<file path="src/design/odc_pkg.sv">
// shared constants and the pin input synchroniser of the octal dac pin control block
package odc_pkg;
	localparam int NUM_CHAN = 8;
	localparam int CODE_W = 12;
	localparam int CHAN_W = 3;
	localparam int MON_W = 4;
	// position of the sign bit in a data word
	localparam int CODE_MSB = 11;
	// monitor selection encodings
	localparam logic [3:0] MON_HIZ = 4'h0;
	localparam logic [3:0] MON_CHAN0 = 4'h1;
	localparam logic [3:0] MON_CHAN7 = 4'h8;
	localparam logic [3:0] MON_REFBUF_A = 4'h9;
	localparam logic [3:0] MON_REFBUF_B = 4'ha;
	localparam logic [3:0] MON_OFFSET_A = 4'hb;
	localparam logic [3:0] MON_OFFSET_B = 4'hc;
	// reset values
	localparam logic [3:0] MON_RESET = 4'h0;
	localparam logic [11:0] CODE_RESET = 12'h000;
	localparam logic PIN_RESET_HIGH = 1'b1;
	localparam logic PIN_RESET_LOW = 1'b0;
	// first channel of group b
	localparam logic [2:0] GROUP_B_FIRST = 3'h4;
	// correction engine run time per data word
	localparam int CLK_PERIOD_NS = 8;
	localparam int CORR_TIME_NS = 1000;
	localparam int CORR_CYCLES = (CORR_TIME_NS + CLK_PERIOD_NS - 1) / CLK_PERIOD_NS;
	localparam int CORR_CNT_W = 8;
	typedef enum logic [1:0] {
		ODC_IDLE = 2'b00,
		ODC_CORRECT = 2'b01
	} odc_engine_type;
endpackage

`timescale 1ns/1ns
`default_nettype none
module odc_pin_sync #(
	parameter logic RESET_VAL = 1'b0
) (
	input wire logic mclk_i,
	input wire logic resetn_i,
	input wire logic pin_i,
	output logic level_o
);
	logic s1_r;
	logic s2_r;
	logic s3_r;

	always_ff @(posedge mclk_i) begin
		if (!resetn_i) begin
			s1_r <= RESET_VAL;
			s2_r <= RESET_VAL;
			s3_r <= RESET_VAL;
		end else begin
			s1_r <= pin_i;
			s2_r <= s1_r;
			s3_r <= s2_r;
		end
	end

	// a change is taken only once the second and third stages agree
	always_ff @(posedge mclk_i) begin
		if (!resetn_i) begin
			level_o <= RESET_VAL;
		end else if (s2_r == s3_r) begin
			level_o <= s3_r;
		end
	end
endmodule
`default_nettype wire

</file>
<file path="src/design/odc_pin_control.sv">
// pin level control of an octal 12-bit parallel input dac
//
// Overview of operation
// - data words are straight binary with format pin low, twos complement when high
// - command words are always decoded as straight binary
// - open-drain busy pulled low while the correction engine runs, released otherwise
// - clear low grounds all eight outputs through switch and resistor
// - clear high and load low connects all outputs to their amplifiers
// - monitor output three-stated or routed per the monitor selection register
// - channels zero to three form group a, four to seven group b
// - load low makes output latches transparent to the data registers
`timescale 1ns/1ns
`default_nettype none
module odc_pin_control (
	input wire logic mclk_i,
	input wire logic resetn_i,
	input wire logic data_format_select_i,
	input wire logic output_clear_n_i,
	input wire logic output_latch_load_n_i,
	input wire logic wr_valid_i,
	input wire logic wr_is_data_i,
	input wire logic [2:0] wr_chan_i,
	input wire logic [11:0] wr_word_i,
	output logic [95:0] dac_code_o,
	output logic [7:0] out_to_amp_o,
	output logic [7:0] out_to_ground_o,
	output logic [7:0] group_b_sel_o,
	output logic [3:0] analog_monitor_out_sel_o,
	output logic analog_monitor_out_oe_n_o,
	output logic busy_o,
	output logic busy_oe_n_o
);
	logic fmt_twos;
	logic clear_n;
	logic load_n;
	logic [11:0] data_r [8];
	logic [11:0] latch_r [8];
	logic [3:0] mon_sel_r;
	logic amp_conn_r;
	odc_pkg::odc_engine_type engine_r;
	logic [7:0] corr_cnt_r;

	function automatic logic [11:0] to_offset_binary(input logic [11:0] w, input logic twos);
		to_offset_binary = twos ? {~w[odc_pkg::CODE_MSB], w[10:0]} : w;
	endfunction

	function automatic logic in_group_b(input logic [2:0] ch);
		in_group_b = (ch >= odc_pkg::GROUP_B_FIRST);
	endfunction

	odc_pin_sync #(.RESET_VAL(odc_pkg::PIN_RESET_LOW)) u_fmt_sync (
		.mclk_i(mclk_i),
		.resetn_i(resetn_i),
		.pin_i(data_format_select_i),
		.level_o(fmt_twos)
	);
	odc_pin_sync #(.RESET_VAL(odc_pkg::PIN_RESET_HIGH)) u_clr_sync (
		.mclk_i(mclk_i),
		.resetn_i(resetn_i),
		.pin_i(output_clear_n_i),
		.level_o(clear_n)
	);
	odc_pin_sync #(.RESET_VAL(odc_pkg::PIN_RESET_HIGH)) u_load_sync (
		.mclk_i(mclk_i),
		.resetn_i(resetn_i),
		.pin_i(output_latch_load_n_i),
		.level_o(load_n)
	);

	// data registers
	always_ff @(posedge mclk_i) begin
		if (!resetn_i) begin
			for (int i = 0; i < odc_pkg::NUM_CHAN; i++) begin
				data_r[i] <= odc_pkg::CODE_RESET;
			end
		end else if (wr_valid_i && wr_is_data_i) begin
			data_r[wr_chan_i] <= to_offset_binary(wr_word_i, fmt_twos);
		end
	end

	// command word: monitor selection, format pin ignored
	always_ff @(posedge mclk_i) begin
		if (!resetn_i) begin
			mon_sel_r <= odc_pkg::MON_RESET;
		end else if (wr_valid_i && !wr_is_data_i) begin
			mon_sel_r <= wr_word_i[3:0];
		end
	end

	// output latches follow the data registers while load is low
	always_ff @(posedge mclk_i) begin
		if (!resetn_i) begin
			for (int i = 0; i < odc_pkg::NUM_CHAN; i++) begin
				latch_r[i] <= odc_pkg::CODE_RESET;
			end
		end else if (!load_n) begin
			for (int i = 0; i < odc_pkg::NUM_CHAN; i++) begin
				latch_r[i] <= data_r[i];
			end
		end
	end

	always_comb begin
		for (int i = 0; i < odc_pkg::NUM_CHAN; i++) begin
			dac_code_o[i*12 +: 12] = latch_r[i];
		end
	end

	// output switches; with clear high and load high the last connection is held,
	// so outputs stay grounded after a clear until the next load
	always_ff @(posedge mclk_i) begin
		if (!resetn_i) begin
			amp_conn_r <= 1'b0;
		end else if (!clear_n) begin
			amp_conn_r <= 1'b0;
		end else if (!load_n) begin
			amp_conn_r <= 1'b1;
		end
	end

	assign out_to_amp_o = {8{amp_conn_r}};
	assign out_to_ground_o = {8{~amp_conn_r}};

	always_comb begin
		for (int i = 0; i < odc_pkg::NUM_CHAN; i++) begin
			group_b_sel_o[i] = in_group_b(3'(i));
		end
	end

	// monitor mux; unused encodings three-state the pin rather than guess a source
	always_ff @(posedge mclk_i) begin
		if (!resetn_i) begin
			analog_monitor_out_sel_o <= odc_pkg::MON_HIZ;
			analog_monitor_out_oe_n_o <= 1'b1;
		end else if (mon_sel_r == odc_pkg::MON_HIZ || mon_sel_r > odc_pkg::MON_OFFSET_B) begin
			analog_monitor_out_sel_o <= odc_pkg::MON_HIZ;
			analog_monitor_out_oe_n_o <= 1'b1;
		end else begin
			analog_monitor_out_sel_o <= mon_sel_r;
			analog_monitor_out_oe_n_o <= 1'b0;
		end
	end

	// correction engine: each data word restarts the run
	always_ff @(posedge mclk_i) begin
		if (!resetn_i) begin
			engine_r <= odc_pkg::ODC_IDLE;
			corr_cnt_r <= 8'h00;
		end else if (wr_valid_i && wr_is_data_i) begin
			engine_r <= odc_pkg::ODC_CORRECT;
			corr_cnt_r <= 8'(odc_pkg::CORR_CYCLES - 1);
		end else begin
			case (engine_r)
				odc_pkg::ODC_IDLE: begin
					corr_cnt_r <= 8'h00;
				end
				odc_pkg::ODC_CORRECT: begin
					if (corr_cnt_r == 8'h00) begin
						engine_r <= odc_pkg::ODC_IDLE;
					end else begin
						corr_cnt_r <= corr_cnt_r - 8'h01;
					end
				end
				default: begin
					engine_r <= odc_pkg::ODC_IDLE;
				end
			endcase
		end
	end

	// open drain: drive low only, released pin is pulled up outside
	assign busy_o = 1'b0;
	assign busy_oe_n_o = (engine_r != odc_pkg::ODC_CORRECT);

	mon_hiz_a: assert property (@(posedge mclk_i) disable iff (!resetn_i)
		!wr_is_data_i && wr_valid_i && wr_word_i[3:0] == odc_pkg::MON_HIZ
		##1 !(wr_valid_i && !wr_is_data_i) |=> analog_monitor_out_oe_n_o)
		else $error("monitor not three-stated");
	mon_route_a: assert property (@(posedge mclk_i) disable iff (!resetn_i)
		wr_valid_i && !wr_is_data_i && wr_word_i[3:0] == odc_pkg::MON_REFBUF_A
		##1 !(wr_valid_i && !wr_is_data_i)
		|=> !analog_monitor_out_oe_n_o && analog_monitor_out_sel_o == odc_pkg::MON_REFBUF_A)
		else $error("monitor not routed");
	clear_ground_a: assert property (@(posedge mclk_i) disable iff (!resetn_i)
		!clear_n |=> out_to_ground_o == 8'hff && out_to_amp_o == 8'h00)
		else $error("outputs not grounded under clear");
	load_connect_a: assert property (@(posedge mclk_i) disable iff (!resetn_i)
		clear_n && !load_n |=> out_to_amp_o == 8'hff && out_to_ground_o == 8'h00)
		else $error("outputs not on amplifiers");
	latch_follow_a: assert property (@(posedge mclk_i) disable iff (!resetn_i)
		!load_n |=> latch_r[0] == $past(data_r[0]) && latch_r[7] == $past(data_r[7]))
		else $error("latch not transparent");
	latch_hold_a: assert property (@(posedge mclk_i) disable iff (!resetn_i)
		load_n |=> $stable(dac_code_o))
		else $error("latch changed while load high");
	twos_code_a: assert property (@(posedge mclk_i) disable iff (!resetn_i)
		wr_valid_i && wr_is_data_i && fmt_twos
		|=> data_r[$past(wr_chan_i)] == {~$past(wr_word_i[11]), $past(wr_word_i[10:0])})
		else $error("twos complement word misdecoded");
	bin_code_a: assert property (@(posedge mclk_i) disable iff (!resetn_i)
		wr_valid_i && wr_is_data_i && !fmt_twos
		|=> data_r[$past(wr_chan_i)] == $past(wr_word_i))
		else $error("straight binary word misdecoded");
	cmd_binary_a: assert property (@(posedge mclk_i) disable iff (!resetn_i)
		wr_valid_i && !wr_is_data_i |=> mon_sel_r == $past(wr_word_i[3:0]))
		else $error("command word altered by format");
	busy_run_a: assert property (@(posedge mclk_i) disable iff (!resetn_i)
		wr_valid_i && wr_is_data_i |=> !busy_oe_n_o [*8])
		else $error("busy not driven while correcting");
	// assertion helper: cycles since the last data word, saturating so it never wraps
	logic [7:0] since_word_r;
	always_ff @(posedge mclk_i) begin
		if (!resetn_i) begin
			since_word_r <= 8'hff;
		end else if (wr_valid_i && wr_is_data_i) begin
			since_word_r <= 8'h00;
		end else if (since_word_r != 8'hff) begin
			since_word_r <= since_word_r + 8'h01;
		end
	end

	busy_release_a: assert property (@(posedge mclk_i) disable iff (!resetn_i)
		busy_oe_n_o == (since_word_r >= 8'(odc_pkg::CORR_CYCLES)))
		else $error("busy not released after correction");
	group_split_a: assert property (@(posedge mclk_i) disable iff (!resetn_i)
		group_b_sel_o == 8'hf0)
		else $error("group assignment wrong");

	clear_cycle_c: cover property (@(posedge mclk_i) disable iff (!resetn_i)
		!clear_n ##1 clear_n && !load_n ##2 out_to_amp_o == 8'hff);
	twos_write_c: cover property (@(posedge mclk_i) disable iff (!resetn_i)
		wr_valid_i && wr_is_data_i && fmt_twos ##1 !busy_oe_n_o);
	monitor_on_c: cover property (@(posedge mclk_i) disable iff (!resetn_i)
		!analog_monitor_out_oe_n_o);
endmodule
`default_nettype wire

</file>
<file path="config.mk">
export PLATFORM = sky130hd
export DESIGN_NAME = odc_pin_control
export DESIGN_NICKNAME = d
export VERILOG_FILES = /design/src/design/odc_pkg.sv /design/src/design/odc_pin_control.sv
export SDC_FILE = /design/constraint.sdc
export NUM_CORES = 1
export LEC_CHECK = 0
export BUFFER_PORTS_ARGS = -buffer_cell sky130_fd_sc_hd__buf_2
export CAP_MARGIN = 20
export CORE_MARGIN = 5
export CORE_UTILIZATION = 40
export CTS_CLUSTER_SIZE = 28
export DETAILED_ROUTE_END_ITERATION = 16
export PLACE_DENSITY = 0.66
export REMOVE_ABC_BUFFERS = 1
export SYNTH_ARGS = -nofsm -noshare
export SYNTH_HDL_FRONTEND = slang
export SYNTH_HIERARCHICAL = 1
export SYNTH_SLANG_ARGS = --single-unit
export TNS_END_PERCENT = 20
</file>
<file path="constraint.sdc">
create_clock -name mclk_i -period 5.6 [get_ports mclk_i]
set_clock_uncertainty 0.1 [all_clocks]
set_input_delay 0.28 -clock mclk_i [delete_from_list [all_inputs] [get_ports mclk_i]]
set_output_delay 0.28 -clock mclk_i [all_outputs]
set_load 0.1 [all_outputs]
</file>
Word-level counts from Yosys, hierarchy flattened
Memory sizes are Yosys's and may differ from the RTL's.
Index checks and enable logic that the tools add are counted.

word-level totals
  flip-flop bits (word level) = 32
  memory bits (writable) = 192
  output and inout port bits = 127
  word-level logic and storage cells = 89
  memories kept = 2

memory list
  memory   words  width  rd ports  clocked after memory_dff  write ports  RTL line               text
  data_r   8      12     8         0                         8            odc_pin_control.sv:36  logic [11:0] data_r [8];
  latch_r  8      12     8         0                         8            odc_pin_control.sv:37  logic [11:0] latch_r [8];

cells by class
  add/subtract/negate cells = 1
  $lt $le $gt $ge = 1
  equality and inequality tests = 10
  mux-type cells = 26
  bitwise logic cells = 12
  reduce and logical (&&, ||, !) cells = 17

operator list
  kind                                                                    number
  12-bit 2-to-1 mux                                                       10
  8-bit case mux with 2 select lines                                      1
  12-bit OR reduction                                                     1
  1-bit 2-to-1 mux                                                        10
  2-bit AND reduction                                                     5
  8-bit logical NOT                                                       1
  8-bit 2-to-1 mux                                                        1
  1-bit bitwise OR                                                        8
  8-bit by 1-bit subtractor with 8-bit output (second input constant)     1
  7-bit 2-to-1 mux                                                        1
  2-bit inequality test (second input constant)                           3
  3-bit inequality test (second input constant)                           2
  4-bit greater-than comparator (second input constant)                   1
  4-bit logical NOT                                                       1
  1-bit inverter                                                          4
  2-bit case mux with 2 select lines                                      1
  2-bit OR reduction                                                      2
  1-bit equality test                                                     3
  3-bit 2-to-1 mux                                                        1
  3-bit nonzero test                                                      1
  2-bit by 1-bit equality test with 1-bit output (second input constant)  1
  1-bit logical AND                                                       2
  2-bit logical NOT                                                       1
  2-bit 2-to-1 mux                                                        1
  other kinds (4)                                                         4

Logic depth before layout (Yosys ltp)
  word-level depth = 6
  gate-level depth with buffers = 6

Hierarchy
The synthesis kept the hierarchy.

by module, submodules not included
  module                         times used  cells an instance  area an instance (um^2)
  odc_pin_control                1           542                8,166.6
  odc_pin_sync (u_clr_sync ...)  2           10                 112.6
  odc_pin_sync (u_fmt_sync)      1           10                 116.4

Worst setup path before layout
No wires, ideal clock.

  path type = input port to flip-flop
  start = in resetn_i
  end = mem latch_r[0][0], enable pin
  library setup time = 0.903 ns
  data arrival time = 2.239 ns
  setup slack = 2.358 ns
  cell stages on the path = 3
  path buffers = 2
  cell sequence = buf_4 -> clkbuf_1 -> nand2_1

RTL lines
  item             RTL line               text
  start, declared  odc_pin_control.sv:16  input wire logic resetn_i,
  end, declared    odc_pin_control.sv:37

==> flow_metrics.tcl <==
set metrics [dict create \
    ys.flop_type "edfxtp_1" \
    hold-worst-slack_ns 0.109 \
    hp-class "primary input to register" \
    port_buffers 139 \
    synth_enable_flop_cells 192 \
    reg2reg_to "latch_r[1][8]" \
    utilization_pct 48.1 \
    relSlewSlack_pct 30.3 \
    synth_xor_area_share_pct 0.515 \
    num_rows 53 \
    power_density_mw_per_mm2 369 \
    synth_area_mm2 0.00851 \
    finalSetupViolCount 0 \
    leakage_nw 3.95 \
    synth_warnings 6 \
    max_freq_mhz 435 \
    grt_usage_pct 12.9 \
    wire_per_inst_um 16.4 \
    dr.pass1.iters 4 \
    required_ns 5.63 \
    slowest_stage "nand2b_1" \
    grt_pass1_wl_um 24600 \
    synth_compound_area_share_pct 1.71 \
    routed_via_density 4.59 \
    cp-end-kind "register" \
    rrSetupSlack_ns 3.60 \
    yosys-mux-area-fraction_pct 0.471 \
    regToRegStartpoint "u_load_sync/level_o" \
    rsz0062_at_grt "false" \
    grt_max_degree 73 \
    yosys.area_share.simple_pct 18.4 \
    clk_pin_slew_ns 0.06 \
    route.antenna.remaining_nets 0 \
    syn_area_per_cell_um2 14.9 \
    ys_types 41 \
    max-cap-violations 0 \
    post_cts_buffers 0 \
    drc 0 \
    status "complete, no violations" \
    hold_violations 0 \
    first_global_vias 4394 \
    synth-seq-cells 223 \
    crit_path_max_fanout 56 \
    slew_viol_final 0 \
    area_delta_synth_final_pct 18.5 \
    gp_congestion 0.751 \
    layout-drive-gt1-share_pct 26.2 \
    startpoint_type "primary input" \
    gr-total-overflow 0 \
    die_x_um 156 \
    cts-root-buf "clkbuf_16" \
    cts_num_sinks 223 \
    dieArea_mm2 0.0243 \
    syn_inst 572 \
    cp.arrival_ns 2.33 \
    path_cells "buf_2 > buf_4 > inv_2 > or3_4 > nor3_2 > nand2b_1" \
    die_h_um 156 \
    critPathLaunch "resetn_i" \
    ios 149 \
    antenna_found_initial 0 \
    vdd_ir_drop_max_uv 165 \
    reg2regPathDepth 2 \
    multiInputGateArea_mm2 0.00186 \
    cts_tree "built" \
    htreeDepth 1 \
    route.vias.total 4553 \
    drtIter0Drc 210 \
    tightest_slew_ns 1.04 \
    crit_path_max_incr_delay_ns 0.48 \
    start_util_pct 40.6 \
    seqCellArea_mm2 0.00639 \
    finalCritPeriodShare_pct 41.0 \
    fillers 1803 \
    synthAdderAreaFrac_pct 0.147 \
    cts_buffers 23 \
    clkLatencyLatePin_ns 0.50 \
    cp-endpoint "data_r[0][8]" \
    synth_top_family_by_area "simple AND/OR/NAND/NOR gates" \
    wl_um 16300 \
    timing.final.crit_period_ns 2.30 \
    dp_hpwl_um 11100 \
    core_area_mm2 0.0210 \
    nNetsFinal 724 \
    antenna_cells 0 \
    critPathKind "primary input to register" \
    clockBufferDepth 3 \
    async_flop_share_pct 0 \
    ys_seq_area_share_pct 75.1 \
]
[cells in the mapped netlist, types with 3 or more instances]
| cell type | instances | share of area (%) |
|---|---|---|
| nand3_1 | 7 | 0.41 |
| edfxtp_1 | 192 | 68 |
| a21oi_1 | 8 | 0.47 |
| nor3_1 | 7 | 0.41 |
| nand2b_1 | 11 | 0.81 |
| clkbuf_1 | 20 | 0.88 |
| dfxtp_1 | 31 | 7.3 |
| mux2i_1 | 4 | 0.47 |
| o21ai_1 | 3 | 0.18 |
| o21ai_0 | 3 | 0.18 |
| inv_1 | 5 | 0.22 |
| nand2_1 | 12 | 0.53 |
| buf_4 | 26 | 2.3 |
| and2_1 | 186 | 14 |
| nor4_1 | 4 | 0.29 |
| nor2_1 | 19 | 0.84 |
| buf_2 | 3 | 0.18 |
| xnor2_1 | 3 | 0.31 |
[cell type report]
class	instances	area share, %
Clock buffer	30	5.97
Timing Repair Buffer	146	7.70
Sequential cell	223	63.4
Tap cell	275	3.41
Multi-Input combinational cell	301	18.4
Inverter	6	0.223
Clock inverter	11	0.919
[registers in the layout (all words and copies together), names as in the netlist]
register / cells
u_clr_sync/level_o: 1
mon_sel_r: 4
corr_cnt_r: 8
u_load_sync/level_o: 1
u_load_sync/s3_r: 1
engine_r: 1
u_clr_sync/s2_r: 1
analog_monitor_out_oe_n_o: 1
analog_monitor_out_sel_o: 4
u_clr_sync/s1_r: 1
u_clr_sync/s3_r: 1
latch_r: 96
u_fmt_sync/s2_r: 1
u_load_sync/s2_r: 1
u_fmt_sync/level_o: 1
u_fmt_sync/s1_r: 1
amp_conn_r: 1
u_load_sync/s1_r: 1
data_r: 96
u_fmt_sync/s3_r: 1
[cell usage in the layout, fill, tap and decap left out, types with 7 or more instances in the layout]
master / instances
edfxtp_1: 192
and2_1: 186
buf_2: 139
dfxtp_1: 31
clkbuf_16: 23
nor2_1: 18
nand2_1: 11
nand2b_1: 11
conb_1: 9
a21oi_1: 8
nand3_1: 7
nor3_1: 7
clkbuf_1: 7
[routing by layer]
layer  GRT usage [%]  up-vias  part of all wire (%)
met5               0        -                     0
met4            2.75        0                   1.3
met3            2.86       18                   8.9
met2            21.4      167                    47
met1            17.6     2167                    43
li1                -     2201                     -
[logic make-up (layout without fill, tap and decap cells)]
family,Yosys count,in the layout
AO/OA/AOI/OAI,22,22
XOR/XNOR,5,5
adder cells (fa/ha/maj),1,1
buffers and inverters,55,193
flip-flops,223,223
multiplexers,4,4
other,2,9
AND/OR/NAND/NOR,260,260
[worst min-delay path by stage]
stage | from | endpoint | slack (ns) | depth (start not counted)
2_1_floorplan | resetn_i | u_clr_sync/s1_r | 0.25 | 1
3_3_place_gp | u_load_sync/s1_r | u_load_sync/s2_r | 0.29 | 1
3_5_place_dp | u_load_sync/s1_r | u_load_sync/s2_r | 0.30 | 1
4_1_cts | wr_chan_i[1] | data_r[5][11] | 0.09 | 2
5_1_grt | wr_chan_i[1] | data_r[5][11] | 0.09 | 2
6_report | wr_chan_i[1] | data_r[5][11] | 0.11 | 2
[what timing repair did]
item	CTS	global route
endpoints found under the setup margin	0	0
resized for setup	0	0
hold endpoints to repair	3	0
hold buffers	3	0
[worst max-delay path, delay by kind of cell]
| kind | cells | cell delay [ns] |
|---|---|---|
| AND/OR/NAND/NOR | 3 | 1.27 |
| buffers and inverters | 3 | 0.73 |
[power breakdown]
group          switching, mW  internal (mW)  leakage [nW]
registers             0.0257           1.88          2.16
clock network          0.596          0.809         0.342
logic                  0.355         0.0561          1.44
total                  0.977           2.75          3.95
[metrics by stage]
| stage | total power [mW] | setup WS, ns | TNS (ns) | instance area [um^2] | instances |
|---|---|---|---|---|---|
| 4_1_cts | 3.76 | 3.31 | 0 | 10100 | 991 |
| 2_1_floorplan | 2.27 | -10.52 | -96.35 | 8250 | 530 |
| 3_3_place_gp | 2.35 | 2.89 | 0 | 9330 | 947 |
| 6_report | 3.72 | 3.30 | 0 | 10100 | 992 |
| 5_1_grt | 3.85 | 3.05 | 0 | 10100 | 992 |
| 3_5_place_dp | 2.35 | 2.79 | 0 | 9330 | 947 |
Note: power is estimated with default switching activity, not from simulation.
